[config.mk]
export PLATFORM = sky130hd
export DESIGN_NAME = atcr_tuning_reg
export DESIGN_NICKNAME = d
export VERILOG_FILES = /design/src/hdl/atcr_pkg.sv /design/src/hdl/atcr_gain_decode.sv /design/src/hdl/atcr_tuning_reg.sv
export SDC_FILE = /design/constraint.sdc
export NUM_CORES = 1
export LEC_CHECK = 0
export ABC_AREA = 1
export BUFFER_PORTS_ARGS = -buffer_cell sky130_fd_sc_hd__buf_4
export CORE_MARGIN = 2
export CORE_UTILIZATION = 51
export CTS_BUF_LIST = sky130_fd_sc_hd__clkbuf_2
export CTS_CLUSTER_DIAMETER = 40
export DETAILED_ROUTE_END_ITERATION = 7
export GPL_TIMING_DRIVEN = 1
export HOLD_SLACK_MARGIN = 0.02
export PLACE_DENSITY = 0.81
export SLEW_MARGIN = 10
export SYNTH_ARGS = -nofsm -noshare
export SYNTH_HDL_FRONTEND = slang
export SYNTH_SLANG_ARGS = --single-unit
[constraint.sdc]
create_clock -name clk_i -period 1.65 [get_ports clk_i]
set_input_delay 0.165 -clock clk_i [delete_from_list [all_inputs] [get_ports clk_i]]
set_output_delay 0.165 -clock clk_i [all_outputs]
set_load 0.01 [all_outputs]
[src/hdl/atcr_pkg.sv]
// atcr_pkg: offsets, field layout and decode tables of the algorithm tuning register
package atcr_pkg;

    // ------------------------------------------------------------------
    // register map
    // ------------------------------------------------------------------
    localparam logic [7:0]  ATCR_TUNE_INDEX   = 8'ha2;                  // word index
    localparam logic [9:0]  ATCR_TUNE_ADDR    = {ATCR_TUNE_INDEX, 2'b00}; // index times four
    localparam logic [31:0] ATCR_TUNE_RESET   = 32'h0000_0000;
    localparam logic [31:0] ATCR_UNMAPPED_RD  = 32'h0000_0000;

    // ------------------------------------------------------------------
    // field positions
    // ------------------------------------------------------------------
    localparam int ATCR_PARITY_BIT   = 31;
    localparam int ATCR_KP_LSB       = 21;
    localparam int ATCR_KI_LSB       = 11;
    localparam int ATCR_GAIN_W       = 10;
    localparam int ATCR_FW_EN_BIT    = 10;
    localparam int ATCR_RAMP_LSB     = 6;
    localparam int ATCR_RAMP_W       = 4;
    localparam int ATCR_SLEW_LSB     = 3;
    localparam int ATCR_SLEW_W       = 3;
    localparam int ATCR_MISC_W       = 3;

    // control modes that pick the unit of the slow ramp
    typedef enum logic [1:0] {
        ATCR_MODE_SPEED,
        ATCR_MODE_POWER,
        ATCR_MODE_TORQUE,
        ATCR_MODE_DUTY
    } atcr_mode_t;

    // slow ramp magnitude in tenths of the mode's base unit, per code 0..f
    localparam logic [14:0] ATCR_RAMP_TENTHS [16] = '{
        15'd1,    15'd10,   15'd20,   15'd30,   15'd50,   15'd100,  15'd200,  15'd300,
        15'd400,  15'd500,  15'd1000, 15'd2000, 15'd5000, 15'd7500, 15'd10000, 15'd20000
    };

    // unit scale of one ramp step, in millionths of the SI-like unit
    // speed: 1 Hz, power: 0.1 W, torque: 0.01 A, duty: 0.001 percent
    localparam logic [19:0] ATCR_UNIT_SPEED_PPM  = 20'd1000000;
    localparam logic [19:0] ATCR_UNIT_POWER_PPM  = 20'd100000;
    localparam logic [19:0] ATCR_UNIT_TORQUE_PPM = 20'd10000;
    localparam logic [19:0] ATCR_UNIT_DUTY_PPM   = 20'd1000;

endpackage : atcr_pkg

[src/hdl/atcr_gain_decode.sv]
// atcr_gain_decode: splits a mantissa/exponent gain into its parts
`timescale 1ns/1ps
module atcr_gain_decode
    import atcr_pkg::*;
(
    input  wire logic [9:0] gain_i,
    output logic      [7:0] mant_o,
    output logic      [1:0] exp10_o
);
    // gain = mantissa * scale / 10^exponent; the scale is left to the consumer
    always_comb begin
        mant_o  = gain_i[7:0];
        exp10_o = gain_i[9:8];
    end
endmodule : atcr_gain_decode

[src/hdl/atcr_tuning_reg.sv]
// atcr_tuning_reg: algorithm tuning config register with a classic wishbone slave
// Operation
// (RULE_01) bits 30:21 hold the field-weakening Kp: 8 lsb * 0.1 / 10^(2 msb).
// (RULE_02) bits 20:11 hold the current-loop Ki: 10 * 8 lsb / 10^(2 msb).
// (RULE_03) bit 10 enables field weakening when one, disables it when zero.
// (RULE_04) bits 9:6 select slow ramp rate from 0.1 to 2000 per second.
// (RULE_05) slow ramp unit follows control mode: speed, power, torque, duty.
// (RULE_06) units scale as 0.1 W, 0.01 A and 0.001 percent.
// (RULE_07) bits 5:3 pick the bus current slew rate during active braking.
// (RULE_08) all fields read/write, reset to zero; bits 2:0 stored as written.
`timescale 1ns/1ps
module atcr_tuning_reg
    import atcr_pkg::*;
(
    input  wire logic        clk_i,
    input  wire logic        rst_i,
    // ------------------------------------------------------------------
    // wishbone classic slave
    // ------------------------------------------------------------------
    input  wire logic        wb_cyc_i,
    input  wire logic        wb_stb_i,
    input  wire logic        wb_we_i,
    input  wire logic [9:0]  wb_adr_i,
    input  wire logic [3:0]  wb_sel_i,
    input  wire logic [31:0] wb_dat_i,
    output logic      [31:0] wb_dat_o,
    output logic             wb_ack_o,
    // ------------------------------------------------------------------
    // algorithm side
    // ------------------------------------------------------------------
    input  wire logic [1:0]  ctrl_mode_i,
    output logic      [7:0]  kp_mant_o,
    output logic      [1:0]  kp_exp10_o,
    output logic      [7:0]  ki_mant_o,
    output logic      [1:0]  ki_exp10_o,
    output logic             field_weaken_en_o,
    output logic      [3:0]  closed_loop_slow_ramp_o,
    output logic      [14:0] ramp_tenths_o,
    output logic      [19:0] ramp_unit_ppm_o,
    output logic      [2:0]  brake_slew_sel_o,
    output logic      [2:0]  misc_cfg_o,
    output logic             parity_o
);

    // ------------------------------------------------------------------
    // functions
    // ------------------------------------------------------------------
    // unit of one ramp step for the active control mode; all four codes of
    // the two mode bits are known, so the default branch only guards x states
    function automatic logic [19:0] atcr_unit_of(input logic [1:0] mode);
        logic [19:0] r;
        r = ATCR_UNIT_SPEED_PPM;
        case (atcr_mode_t'(mode))
            ATCR_MODE_SPEED:  r = ATCR_UNIT_SPEED_PPM;
            ATCR_MODE_POWER:  r = ATCR_UNIT_POWER_PPM;   // RULE_06
            ATCR_MODE_TORQUE: r = ATCR_UNIT_TORQUE_PPM;  // RULE_06
            ATCR_MODE_DUTY:   r = ATCR_UNIT_DUTY_PPM;    // RULE_06
            default:          r = ATCR_UNIT_SPEED_PPM;
        endcase
        return r;
    endfunction : atcr_unit_of

    // ------------------------------------------------------------------
    // state
    // ------------------------------------------------------------------
    // the stored word and the bus answer
    logic [31:0] algorithm_tuning_config_two;
    logic [31:0] next_algorithm_tuning_config_two;
    logic        next_ack;
    logic [31:0] next_dat;
    logic        hit;

    // field slices taken from the stored word
    logic [9:0]  field_weaken_prop_gain;
    logic [9:0]  field_weaken_integ_gain;
    // gain halves from the two decoders
    logic [7:0]  kp_mant;
    logic [1:0]  kp_exp;
    logic [7:0]  ki_mant;
    logic [1:0]  ki_exp;
    logic [3:0]  closed_loop_slow_ramp;

    // ------------------------------------------------------------------
    // register layout
    // ------------------------------------------------------------------
    // 31     parity, stored only; no checking is done here
    // 30:21  field-weakening proportional gain: exponent 30:29, mantissa 28:21
    // 20:11  current-loop integral gain: exponent 20:19, mantissa 18:11
    // 10     field-weakening enable, one turns it on
    // 9:6    closed-loop slow ramp code, sixteen rates from 0.1 to 2000
    //        per second in the unit of the active control mode
    // 5:3    bus current slew select for active braking
    // 2:0    stored as written and handed out unchanged
    // the whole word clears to zero on reset and every bit is read/write

    assign field_weaken_prop_gain  = algorithm_tuning_config_two[ATCR_KP_LSB +: ATCR_GAIN_W];
    assign field_weaken_integ_gain = algorithm_tuning_config_two[ATCR_KI_LSB +: ATCR_GAIN_W];
    assign closed_loop_slow_ramp   = algorithm_tuning_config_two[ATCR_RAMP_LSB +: ATCR_RAMP_W];

    // ------------------------------------------------------------------
    // gain splitting
    // ------------------------------------------------------------------
    // only the split is done here; the 0.1 and 10 scales belong to the consumer
    atcr_gain_decode u_kp (                                  // RULE_01
        .gain_i  (field_weaken_prop_gain),
        .mant_o  (kp_mant),
        .exp10_o (kp_exp)
    );

    // the integral gain uses the same split as the proportional gain
    atcr_gain_decode u_ki (                                  // RULE_02
        .gain_i  (field_weaken_integ_gain),
        .mant_o  (ki_mant),
        .exp10_o (ki_exp)
    );

    // ------------------------------------------------------------------
    // bus slave next values
    // ------------------------------------------------------------------
    // one wait state: ack rises the cycle after the request and drops again
    // after one cycle; a request still held then is taken a second time, so
    // the master must release cyc/stb at the edge where it sees ack
    // the word is written at the edge that raises ack, and the read image is
    // the word as it stood before that edge
    // bits 1:0 of the address are ignored, any byte address in the word hits
    // byte lanes let software change one byte without a read first; every byte holds parts of two or more fields
    always_comb begin
        hit  = (wb_adr_i[9:2] == ATCR_TUNE_ADDR[9:2]);
        next_ack = wb_cyc_i & wb_stb_i & ~wb_ack_o;
        next_dat = ATCR_UNMAPPED_RD;
        next_algorithm_tuning_config_two = algorithm_tuning_config_two;
        if (next_ack && hit) begin
            next_dat = algorithm_tuning_config_two;                      // RULE_08
        end
        // write lands at the ack edge; byte lanes honour wb_sel_i
        if (next_ack && hit && wb_we_i) begin
            for (int b = 0; b < 4; b++) begin
                if (wb_sel_i[b]) begin
                    next_algorithm_tuning_config_two[8*b +: 8] = wb_dat_i[8*b +: 8]; // RULE_08
                end
            end
        end
    end

    // the word and the bus answer; reset clears both
    always_ff @(posedge clk_i) begin
        if (rst_i) begin
            algorithm_tuning_config_two <= ATCR_TUNE_RESET;             // RULE_08
            wb_ack_o                    <= 1'b0;
            wb_dat_o                    <= ATCR_UNMAPPED_RD;
        end else begin
            algorithm_tuning_config_two <= next_algorithm_tuning_config_two;
            wb_ack_o                    <= next_ack;
            wb_dat_o                    <= next_dat;
        end
    end

    // ------------------------------------------------------------------
    // algorithm-side outputs
    // ------------------------------------------------------------------
    // registered so every output is a flop; lags the register by one cycle
    // the lag costs a cycle of latency but keeps the algorithm side free of
    // paths that start at the bus inputs
    logic [7:0]  next_kp_mant;
    logic [1:0]  next_kp_exp;
    logic [7:0]  next_ki_mant;
    logic [1:0]  next_ki_exp;
    logic        next_fw_en;
    logic [3:0]  next_ramp;
    logic [14:0] next_ramp_tenths;
    logic [19:0] next_unit;
    logic [2:0]  next_slew;
    logic [2:0]  next_misc;
    logic        next_parity;

    // slices and lookups; the unit follows the mode pin, not the word, so a
    // mode change shows one cycle later without any register write
    // the table index is the four-bit code, so every entry is reachable
    always_comb begin
        next_kp_mant     = kp_mant;                                      // RULE_01
        next_kp_exp      = kp_exp;                                       // RULE_01
        next_ki_mant     = ki_mant;                                      // RULE_02
        next_ki_exp      = ki_exp;                                       // RULE_02
        next_fw_en       = algorithm_tuning_config_two[ATCR_FW_EN_BIT];  // RULE_03
        next_ramp        = closed_loop_slow_ramp;                        // RULE_04
        next_ramp_tenths = ATCR_RAMP_TENTHS[closed_loop_slow_ramp];      // RULE_04
        next_unit        = atcr_unit_of(ctrl_mode_i);                    // RULE_05
        next_slew        = algorithm_tuning_config_two[ATCR_SLEW_LSB +: ATCR_SLEW_W]; // RULE_07
        next_misc        = algorithm_tuning_config_two[ATCR_MISC_W-1:0]; // RULE_08
        // parity is stored only; its checking scheme lies outside this block
        next_parity      = algorithm_tuning_config_two[ATCR_PARITY_BIT];
    end

    // output flops; reset values are those of a cleared word in speed mode
    always_ff @(posedge clk_i) begin
        if (rst_i) begin
            kp_mant_o               <= 8'h00;
            kp_exp10_o              <= 2'h0;
            ki_mant_o               <= 8'h00;
            ki_exp10_o              <= 2'h0;
            field_weaken_en_o       <= 1'b0;
            closed_loop_slow_ramp_o <= 4'h0;
            ramp_tenths_o           <= ATCR_RAMP_TENTHS[0];
            ramp_unit_ppm_o         <= ATCR_UNIT_SPEED_PPM;
            brake_slew_sel_o        <= 3'h0;
            misc_cfg_o              <= 3'h0;
            parity_o                <= 1'b0;
        end else begin
            kp_mant_o               <= next_kp_mant;
            kp_exp10_o              <= next_kp_exp;
            ki_mant_o               <= next_ki_mant;
            ki_exp10_o              <= next_ki_exp;
            field_weaken_en_o       <= next_fw_en;
            closed_loop_slow_ramp_o <= next_ramp;
            ramp_tenths_o           <= next_ramp_tenths;
            ramp_unit_ppm_o         <= next_unit;
            brake_slew_sel_o        <= next_slew;
            misc_cfg_o              <= next_misc;
            parity_o                <= next_parity;
        end
    end

endmodule : atcr_tuning_reg

# ---- After elaboration in Yosys (flattened, before gate mapping)
# Memory sizes are Yosys's and may differ from the RTL's. A register that Yosys moved wholly into a read port is not among the register bits.
# Index checks and enable logic that the tools add are counted.
dict set report totals {
  ramBits 0
  mem_bits_ro 240
  latch_bits 0
  mem_count 1
  output_inout_bits 100
  input_bits 53
  elab_cells 35
  ff_bits 117
}
dict set report op_classes {
  multipliers 0
  muxes 1
  magnitude_cmp 0
  reduce_logical 8
  eq_ne 4
  shifts 0
  n_div 0
  n_addsub 0
  bitwise_logic 5
}
# name words width read_ports rd_clocked_by_memory_dff wr line
set memory_table {}
lappend memory_table {{(no name shown)} 16 15 1 1 0 atcr_tuning_reg.sv:186} ;# next_ramp_tenths = ATCR_RAMP_TENTHS[closed_loop_slow_ramp];
# operator count
set ops {}
lappend ops {{$pmux 20 s4} 1}
lappend ops {{$eq 8x8->1 const B} 1}
lappend ops {{$reduce_and 2->1} 4}
lappend ops {{$not 4->5} 1}
lappend ops {{$eq 2x2->1 const B} 2}
lappend ops {{$and 1x1->1} 2}
lappend ops {{$eq 2x1->1 const B} 1}
lappend ops {{$logic_and 1x1->1} 2}
lappend ops {{$logic_not 2->1} 1}
lappend ops {{$not 1->1} 2}
lappend ops {{$reduce_or 2->1} 1}

# ---- Longest topological paths before layout
# Gate-level depths: netlist (run 1).
dict set report depth {
  ltp_word 5
  mapped_depth 8
  ltp_nobuf 8
}

# ---- Cells and area by module
# Synthesis (run 1) repeated with hierarchy kept, for this count alone.
dict set report hier_totals {
  hier_cells 511
  hier_area_um2 4304.1
}
# mod area_per_inst_um2 cells_per_inst seq_area_each_um2 instances
set modules_own_cells {}
lappend modules_own_cells {atcr_tuning_reg 4154.0 491 2422.3 1}
lappend modules_own_cells {atcr_gain_decode 75.1 10 0.0 2}

# ---- Worst setup path after synthesis (run 1)
# Ideal clock, no wire load.
dict set report synth_timing {
  path_kind {register to register}
  startpoint {register algorithm_tuning_config_two[7]}
  endpoint {register ramp_tenths_o[4]}
  slack_ns 0.461
  path_stages_with_launch 7
  synth_period_minus_slack_ns 1.189
  t_arrival_ns 1.069
  cell_sequence {dfxtp_1 inv_1 ha_1 nand2_1 nand2_1 a21oi_1 o21ai_1}
}
dict set report synth_via {
  elab_chain_len 1
}
# item line
set synth_rtl {}
lappend synth_rtl {{start, declared} atcr_tuning_reg.sv:67} ;# logic [31:0] algorithm_tuning_config_two;
lappend synth_rtl {{start signal, assigned} atcr_tuning_reg.sv:152} ;# algorithm_tuning_config_two <= next_algorithm_tuning_config_two;
lappend synth_rtl {{$not 4->5 (implied by the code)} atcr_tuning_reg.sv:186}
lappend synth_rtl {{end, declared} atcr_tuning_reg.sv:38} ;# output logic [14:0] ramp_tenths_o,
# Every way passes these cells.
# A chain may end at the register's enable or synchronous reset.

# ---- Final worst setup path (run 1)
dict set report layout_timing {
  startpoint {register wb_ack_o}
  endpoint {register wb_dat_o[25]}
}
dict set report layout_via {
  elab_chain_len 5
}
# item line
set layout_rtl {}
lappend layout_rtl {{start, declared} atcr_tuning_reg.sv:27} ;# output logic wb_ack_o,
lappend layout_rtl {{start signal, assigned} atcr_tuning_reg.sv:153} ;# wb_ack_o <= next_ack;
lappend layout_rtl {{$not 1->1} atcr_tuning_reg.sv:129} ;# next_ack = wb_cyc_i & wb_stb_i & ~wb_ack_o;
lappend layout_rtl {{$and 1x1->1} atcr_tuning_reg.sv:129}
lappend layout_rtl {{$logic_and 1x1->1} atcr_tuning_reg.sv:132} ;# if (next_ack && hit) begin
lappend layout_rtl {{$not 1->1 (no line)} -}
lappend layout_rtl {{$reduce_or 2->1 (no line)} -}
lappend layout_rtl {{end signal, assigned} atcr_tuning_reg.sv:154} ;# wb_dat_o <= next_dat;
lappend layout_rtl {{end, declared} atcr_tuning_reg.sv:26} ;# output logic [31:0] wb_dat_o,
# Every way passes these cells.

==> flow_summary.yaml, run 1 <==
yosys:
  syn_area_um2: 4390
  synth_cell_types: 30
  ys_seq_area_share_pct: 55.2
  syn_area_per_cell_um2: 9.20
  ys_ff_latch: 121
  yosysWarnings: 0
  postSynthCellCount: 477
sta:
  fin_hold_ws_ns: 0.113
  slew_viol_final: 0
  final.min_clock_period_ns: 1.41
  hold_viol: 0
  final.setup.tns_ns: 0
  setup_viol: 0
  rsz0062_at_grt: "no"
  finalWorstSetupSlack_ns: 0.240
  finalClockSkew_ns: 0.0243
  post-route-period-util_pct: 85.4
  max_freq_ghz: 0.709
hold_path:
  min_from: "wb_stb_i"
  min_path_type: "in -> reg"
  hold-path-endpoint: "algorithm_tuning_config_two[5]"
  holdPathStages: 7
finish:
  final_area_um2: 6240
  antenna_cells: 0
  fillers: 559
  mostFrequentLayoutCell: "buf_4"
  layout_common_cells: "148 x buf_4, 121 x dfxtp_1, 114 x nor2_1, 76 x nand2_1, 49 x dlygate4sd3_1"
  nets: 737
  fin_util_pct: 75.2
  layout.cells.non_filler: 789
  area_delta_synth_final_pct: 42.1
  drive_gt1_share_pct: 33.8
worst_setup_path:
  path_buf_inv: 3
  reg2reg_depth: 6
  timing.rr.end: "wb_dat_o[25]"
  cp_slowest_stage_delay_ns: 0.35
  crit_slowest_cell: "dfxtp_1"
  cp_num_cells: 6
  reg2reg_slack_ns: 0.24
  rr_startpoint: "wb_ack_o"
  critPathArrivalTime_ns: 1.98
  cp-start-kind: "flop"
  path_cells: "inv_1 -> nand3_2 -> inv_2 -> nand2_4 -> buf_4 -> nor3_2"
  crit_family: "buffers and inverters"
  required_ns: 2.22
  path_max_fanout: 17
  worstSetupPathType: "reg -> reg"
  end_kind: "flop"
power_and_ir_drop:
  combPwrFrac_pct: 7.0
  p_seq_share_pct: 55.7
  p_sw_mw: 1.30
  p_int_mw: 3.99
  power_frac_clock_pct: 37.3
  powerDensity_nw_per_um2: 848
  p_leak_nw: 3.05
  sw_frac_of_total_pct: 24.6
  peakVddDrop_mv: 0.604
  power_mw: 5.29
placement:
  place_ws_ns: 0.249
  place_area_um2: 5490
  gp_congestion: 0.882
  post-place-cells: 708
  hpwl_um: 6750
  place.port_buffers: 144
clocking:
  h-tree-depth: 4
  postCtsSetupRepairBufs: 0
  path_clk_slew_ns: 0.19
  insertion_delay_ns: 0.65
  cts.path.max_buffers: 2
  numCtsBuffers: 17
  cts-root-buf: "clkbuf_2"
  cts_resized: 0
  postCtsHoldBufs: 49
  clock_sinks: 121
  cts_tree: "yes"
global_routing:
  grt_max_degree: 38
  grt_remaining_overflow: 0
  track_usage_pct: 21.8
  grt_pass1_wl_um: 16300
  antenna_found_initial: 0
  grt_pass1_vias: 3603
drt:
  wl_per_cell_um: 12.8
  ant_nets: 0
  route.met3.wl_um: 747
  dr.first_iter.drc_count: 92
  via_per_inst: 4.63
  met1_length_um: 3910
  drc: 0
  wl_um: 10100
  route.met2.wl_um: 5170
  vias: 3651
  dr.max_layer_used: "met4"
  first_pass_iters: 4
floorplan:
  die_y_um: 96.8
  dieArea_um2: 9370
  io_pins: 153
  std_cell_rows: 33
  die_x_um: 96.8
  start_util_pct: 52.9
  core-area_um2: 8300
status:
  outcome: "complete, no violations"
job:
  drv_cap: 0
## cell usage after synthesis (all sizes together)
| cell | instances | area [um2] |
|---|---|---|
| nand3 | 6 | 40.0 |
| ha | 13 | 163 |
| o221ai | 1 | 8.76 |
| dfxtp | 121 | 2420 |
| a22oi | 1 | 7.51 |
| nand2 | 80 | 315 |
| inv | 51 | 191 |
| buf | 25 | 170 |
| conb | 2 | 7.51 |
| a21oi | 2 | 10.0 |
| clkinv | 1 | 3.75 |
| nor3 | 33 | 310 |
| nor2 | 120 | 503 |
| o22ai | 2 | 12.5 |
| o21ai | 8 | 40.0 |
| clkbuf | 2 | 7.51 |
| nand4 | 8 | 170 |
| a211oi | 1 | 7.51 |
## flip-flops by register name (all words and copies together) (netlist names)
register and flops:
parity_o 1, brake_slew_sel_o 3, ramp_unit_ppm_o 9, closed_loop_slow_ramp_o 4, wb_dat_o 32, ki_exp10_o 2
kp_mant_o 8, algorithm_tuning_config_two 32, wb_ack_o 1, field_weaken_en_o 1, misc_cfg_o 3, ramp_tenths_o 15
kp_exp10_o 2, ki_mant_o 8
## worst max path at each step
| stage | startpoint | endpoint | slack, ns |
|---|---|---|---|
| 2_1_floorplan | algorithm_tuning_config_two[7] | ramp_tenths_o[4] | 0.46 |
| 3_3_place_gp | wb_adr_i[5] | wb_dat_o[21] | 0.32 |
| 3_5_place_dp | wb_adr_i[5] | wb_dat_o[19] | 0.25 |
| 4_1_cts | ramp_unit_ppm_o[18] | ramp_unit_ppm_o[18] | 0.24 |
| 5_1_grt | algorithm_tuning_config_two[7] | ramp_tenths_o[4] | 0.09 |
| 6_report | wb_ack_o | wb_dat_o[25] | 0.24 |
## power by group through the flow
stage	combinational (mW)	sequential [mW]	clock (mW)
2_1_floorplan	0.127	3.01	0
4_1_cts	0.371	2.95	2.03
3_5_place_dp	0.276	3.01	0
5_1_grt	0.400	2.95	2.16
3_3_place_gp	0.270	3.01	0
6_report	0.373	2.95	1.97
## worst register-to-register path, delay by kind of cell, from the launching register on
kind          cells  cell delay [ns]
simple gates      3             0.44
buf+inv           3             0.56
flops             1             0.35
## layer usage
| layer | track usage [%] | vias up |
|---|---|---|
| met3 | 7.66 | 24 |
| met1 | 22.9 | 1634 |
| met2 | 38.8 | 158 |
| met5 | 0 | - |
| met4 | 10.5 | 0 |
| li1 | - | 1835 |
## kinds of logic (layout without fill, tap and decap cells)
logic type	count (synthesis)	after routing	synth area share (%)
buffers and inverters	79	282	8.49
other	2	6	0.171
AO/OA/AOI/OAI	15	15	1.97
AND/OR/NAND/NOR	247	247	30.5
adder cells (fa/ha/maj)	13	13	3.70
flip-flops	121	121	55.2
## layout make-up
type / instances / area (um2) / area share (%)
clock buffer: 17 / 85.1 / 1.36
clock inverter: 15 / 175 / 2.81
inverter: 52 / 195 / 3.13
multi-input combinational: 281 / 1610 / 25.8
sequential: 121 / 2420 / 38.8
tap: 105 / 131 / 2.11
timing repair buffer: 198 / 1620 / 26.0
Power figures use the tool's default switching activity.
==> inputs of run 2 (changes only) <==
--- a/config.mk
+++ b/config.mk
@@ -16,4 +16,5 @@
 export HOLD_SLACK_MARGIN = 0.02
 export PLACE_DENSITY = 0.81
+export SETUP_SLACK_MARGIN = 0.2
 export SLEW_MARGIN = 10
 export SYNTH_ARGS = -nofsm -noshare
==> constraint.sdc (replaced) <==
create_clock -name clk_i -period 1.65 [get_ports clk_i]
set_input_delay 0.2475 -clock clk_i [delete_from_list [all_inputs] [get_ports clk_i]]
set_output_delay 0.2475 -clock clk_i [all_outputs]
set_load 0.01 [all_outputs]
==> flow_summary.yaml, run 2 (same netlist as run 1, synthesis figures left out) <==
worst_setup_path:
  required_ns: 2.22
  path_max_fanout: 10
  reg2reg_slack_ns: 0.22
  critPathArrivalTime_ns: 2.00
  end_kind: "flop"
  worstSetupPathType: "reg -> reg"
  reg2reg_depth: 6
  cp-start-kind: "flop"
clocking:
  path_clk_slew_ns: 0.21
  insertion_delay_ns: 0.65
  numCtsBuffers: 17
  clock_sinks: 121
  h-tree-depth: 4
  postCtsSetupRepairBufs: 0
  cts_tree: "yes"
  cts.path.max_buffers: 2
  cts-root-buf: "clkbuf_2"
finish:
  drive_gt1_share_pct: 44.6
  nets: 728
  layout_common_cells: "114 x nor2_1, 76 x nand2_1, 73 x buf_4, 73 x buf_6, 70 x dfxtp_2"
  area_delta_synth_final_pct: 48.5
  largest_registers: "algorithm_tuning_config_two x32, wb_dat_o x32, ramp_tenths_o x15"
  antenna_cells: 0
  fillers: 518
  mostFrequentLayoutCell: "nor2_1"
job:
  drv_cap: 0
floorplan:
  die_y_um: 96.8
  core-area_um2: 8300
  dieArea_um2: 9370
  die_x_um: 96.8
  std_cell_rows: 33
  io_pins: 153
  start_util_pct: 52.9
sta:
  post-route-period-util_pct: 86.6
  final.min_clock_period_ns: 1.43
  setup_viol: 0
  slew_viol_final: 0
  final.setup.tns_ns: 0
  rsz0062_at_grt: "yes"
  hold_viol: 0
  max_freq_ghz: 0.700
  finalClockSkew_ns: 0.0185
power_and_ir_drop:
  sw_frac_of_total_pct: 26.5
  p_leak_nw: 3.08
  p_sw_mw: 1.39
  power_mw: 5.26
  p_int_mw: 3.87
  combPwrFrac_pct: 7.1
  powerDensity_nw_per_um2: 807
  peakVddDrop_mv: 0.471
  p_seq_share_pct: 56.1
  power_frac_clock_pct: 36.8
global_routing:
  grt_pass1_vias: 3676
  antenna_found_initial: 0
  grt_max_degree: 38
  grt_pass1_wl_um: 16500
  grt_remaining_overflow: 0
  track_usage_pct: 21.8
drt:
  via_per_inst: 4.68
  wl_per_cell_um: 13.5
  ant_nets: 0
  dr.first_iter.drc_count: 101
  first_pass_iters: 4
  wl_um: 10600
  vias: 3650
  drc: 0
placement:
  hpwl_um: 6640
  place.port_buffers: 144
  gp_congestion: 0.885
hold_path:
  holdPathStages: 5
  min_path_type: "in -> reg"
status:
  outcome: "complete, no violations"
[run 2: cell types whose count changed in the layout (fill, tap and decap cells not counted), sizes merged]
cell | before | now
dlygate4sd3 | 49 | 42
clkinv | 9 | 6
buf | 149 | 147
clkinvlp | 2 | 4
inv | 53 | 55
bufinv | 3 | 2
[run 2: power groups by stage]
stage	Combinational, mW	Sequential (mW)	Clock, mW
floorplan	0.127	3.01	0
global placement	0.269	3.01	0
detailed placement	0.274	3.01	0
CTS	0.357	2.95	1.96
global route	0.400	2.95	2.12
finish	0.373	2.95	1.94
[run 2: layout make-up]
cell class	count	area [um2]	share of cell area, %
clock buffers	17	85.1	1.30
clock inverters	15	168	2.57
inverters	52	196	3.01
multi-input cells	281	1620	24.8
flip-flops and latches	121	2510	38.5
well taps	105	131	2.01
repair buffers	189	1810	27.8
[run 2: final timing paths]
| path | from | end |
|---|---|---|
| worst max-delay path | algorithm_tuning_config_two[6] | ramp_tenths_o[4] |
| worst min-delay path | wb_we_i | algorithm_tuning_config_two[8] |
| worst max register to register | algorithm_tuning_config_two[6] | ramp_tenths_o[4] |
| worst min register to register | algorithm_tuning_config_two[1] | misc_cfg_o[1] |
[run 2: critical path: stages (launching register included)]
cell	delay, ns
dfxtp_1	0.44
inv_1	0.21
ha_1	0.31
nand2_1	0.08
nand2_1	0.05
a21oi_1	0.17
o21ai_1	0.09
[run 2: per-stage QoR]
step           instance area (um2)  util (%)  worst slack, ns  instances  hold slack, ns
2_1_floorplan                 4410         -            0.461        481           0.382
3_3_place_gp                  5480      66.0            0.185        706           0.447
3_5_place_dp                  5480      66.0            0.132        706           0.451
4_1_cts                       6160      74.2            0.184        780          0.0608
5_1_grt                       6520      78.6            0.110        780          0.0421
6_report                      6520      78.6            0.221        780          0.0893
[run 2: layer usage]
| layer | wire length (um) | global-route usage, % |
|---|---|---|
| met2 | 5650 | 40.3 |
| met5 | 0 | 0 |
| met1 | 3980 | 23.2 |
| met4 | 208 | 8.23 |
| met3 | 706 | 6.50 |
[run 2: timing repair]
action,4_1_cts,5_1_grt
resized for setup,2,143
pin swaps,0,1
hold endpoints to repair,59,0
setup endpoints to repair,6,103
hold buffers,42,0
==> inputs of run 3 (changes only) <==
--- a/config.mk
+++ b/config.mk
@@ -6,14 +6,13 @@
 export NUM_CORES = 1
 export LEC_CHECK = 0
-export ABC_AREA = 1
-export BUFFER_PORTS_ARGS = -buffer_cell sky130_fd_sc_hd__buf_4
 export CORE_MARGIN = 2
-export CORE_UTILIZATION = 51
+export CORE_UTILIZATION = 60
 export CTS_BUF_LIST = sky130_fd_sc_hd__clkbuf_2
 export CTS_CLUSTER_DIAMETER = 40
 export DETAILED_ROUTE_END_ITERATION = 7
+export DONT_BUFFER_PORTS = 1
 export GPL_TIMING_DRIVEN = 1
 export HOLD_SLACK_MARGIN = 0.02
-export PLACE_DENSITY = 0.81
+export PLACE_DENSITY = 0.76
 export SETUP_SLACK_MARGIN = 0.2
 export SLEW_MARGIN = 10
==> constraint.sdc (replaced) <==
create_clock -name clk_i -period 1.65 [get_ports clk_i]
set_input_delay 0.2475 -clock clk_i [delete_from_list [all_inputs] [get_ports clk_i]]
set_output_delay 0.2475 -clock clk_i [all_outputs]
set_load 0.005 [all_outputs]
==> flow_summary.yaml, run 3 <==
status:
  outcome: "complete, no violations"
worst_setup_path:
  reg2reg_depth: 5
  critPathCapture: "algorithm_tuning_config_two[14]"
  rr_startpoint: "wb_ack_o"
  end_kind: "flop"
  critPathArrivalTime_ns: 2.03
  required_ns: 2.20
  timing.rr.end: "algorithm_tuning_config_two[14]"
  cp-start-kind: "flop"
  startpoint: "wb_ack_o"
  worstSetupPathType: "reg -> reg"
  path_max_fanout: 7
  reg2reg_slack_ns: 0.17
power_and_ir_drop:
  p_leak_nw: 2.43
  powerDensity_nw_per_um2: 945
  peakVddDrop_mv: 0.679
  power_mw: 5.19
yosys:
  async_reset_ff_share_pct: 0
  yosysTopAreaCellShare_pct: 58.1
  synth.most_common_cell: "dfxtp_1"
  yosysTopAreaCell: "dfxtp_1"
  ys_ff_latch: 121
  synth_flop_cell: "dfxtp_1"
  yosysWarnings: 0
  synth_area_leaders: "dfxtp_1 58%, nor2b_1 9.8%, mux2_2 8.4%"
  syn_area_per_cell_um2: 11.4
  postSynthCellCount: 365
  synth_cell_types: 32
  syn_area_um2: 4170
  synth_common_cells: "121 x dfxtp_1, 65 x nor2b_1, 31 x mux2_2"
  ys_seq_area_share_pct: 58.1
  synth_edf_count: 0
finish:
  fin_util_pct: 81.3
  antenna_cells: 0
  layout.cells.non_filler: 555
  drive_gt1_share_pct: 20.2
  final_area_um2: 5500
  nets: 528
  layout_common_cells: "118 x dfxtp_1, 79 x dlygate4sd3_1, 65 x nor2b_1, 30 x and2_1, 27 x mux2_2"
  mostFrequentLayoutCell: "dfxtp_1"
  largest_registers: "algorithm_tuning_config_two x32, wb_dat_o x32, ramp_tenths_o x15"
  area_delta_synth_final_pct: 31.9
drt:
  wl_um: 9180
  wl_per_cell_um: 16.5
  first_pass_iters: 4
  ant_nets: 0
  via_per_inst: 5.04
  drc: 0
  vias: 2798
  dr.first_iter.drc_count: 54
sta:
  rsz0062_at_grt: "yes"
  setup_viol: 0
  tightest_slew_ns: 1.05
  relSlewSlack_pct: 29.9
  final.min_clock_period_ns: 1.48
  hold_viol: 0
  finalClockSkew_ns: 0.0203
  slew_viol_final: 0
  max_freq_ghz: 0.677
  final.setup.tns_ns: 0
  post-route-period-util_pct: 89.5
placement:
  post-place-cells: 436
  hpwl_um: 5010
  place_area_um2: 4300
  gp_congestion: 0.814
  place.port_buffers: 0
clocking:
  h-tree-depth: 4
  clock_sinks: 121
  path_clk_slew_ns: 0.17
  cts.path.max_buffers: 2
  cts-root-buf: "clkbuf_2"
  cts_tree: "yes"
  insertion_delay_ns: 0.65
  numCtsBuffers: 17
floorplan:
  io_pins: 153
  start_util_pct: 61.7
  dieArea_um2: 7630
  std_cell_rows: 30
  die_x_um: 87.3
  core-area_um2: 6760
  die_y_um: 87.3
global_routing:
  grt_pass1_vias: 2943
  antenna_found_initial: 0
  grt_pass1_wl_um: 14300
  track_usage_pct: 25.0
  grt_max_degree: 62
  grt_remaining_overflow: 0
job:
  drv_cap: 0
hold_path:
  min_path_type: "in -> reg"
==> run 3: report_power, final <==
| group | internal [mW] | switching, mW | total, mW |
|---|---|---|---|
| clock | 0.970 | 1.07 | 2.04 |
| combinational | 0.127 | 0.0755 | 0.202 |
| sequential | 2.94 | 0.00977 | 2.95 |
==> run 3: timing repair <==
action	in CTS	in global routing
pin swaps	3	2
buffers inserted	2	2
endpoints found under the hold margin	89	3
hold buffers	82	1
setup endpoints to repair	63	59
gates cloned	2	0
gates resized for setup	14	11
==> run 3: area by class of cell <==
type / count / area, um2
Multi-Input combinational cell: 211 / 1620
Sequential cell: 121 / 2430
Fill cell: 385 / 1260
Tap cell: 80 / 100
Timing Repair Buffer: 102 / 1050
Clock buffer: 17 / 85.1
Inverter: 9 / 33.8
Clock inverter: 15 / 183
==> run 3: worst min path at each step <==
stage / depth (start not counted) / to / slack [ns] / from
finish: 3 / ramp_unit_ppm_o[18] / 0.07 / ctrl_mode_i[0]
global route: 4 / algorithm_tuning_config_two[16] / 0.04 / wb_we_i
CTS: 4 / algorithm_tuning_config_two[16] / 0.03 / wb_we_i
detailed placement: 1 / ramp_tenths_o[4] / 0.33 / rst_i
global placement: 1 / closed_loop_slow_ramp_o[1] / 0.33 / rst_i
floorplan: 2 / algorithm_tuning_config_two[8] / 0.40 / wb_dat_i[8]
==> run 3: metrics by stage <==
step	setup slack, ns	hold slack, ns
floorplan	-0.127	0.404
global placement	-0.0784	0.332
detailed placement	-0.115	0.329
CTS	0.132	0.0312
global route	0.120	0.0389
finish	0.174	0.0666
==> run 3: cells by family (layout without fill, tap and decap cells) <==
group / Yosys count / after routing / share of synthesized area (%)
fa+ha+maj: 13 / 13 / 3.90
xor+xnor: 1 / 1 / 0.210
simple gates: 142 / 142 / 21.6
flops: 121 / 121 / 58.1
buf+inv: 37 / 143 / 4.53
mux: 35 / 35 / 9.34
compound gates: 14 / 14 / 2.13
other cells: 2 / 6 / 0.180
==> run 3: metal layers <==
layer / up-vias / track usage [%] / part of all wire [%]
met1: 1311 / 27.8 / 40
met3: 16 / 9.10 / 8.3
li1: 1356 / - / -
met4: 0 / 10.6 / 1.7
met5: - / 0 / 0
met2: 115 / 43.0 / 50
==> run 3: critical path: stages (launching register included) <==
cell      delay [ns]
dfxtp_2         0.36
nand3b_4        0.22
buf_6           0.16
nor4_4          0.13
buf_6           0.18
mux2_2          0.34
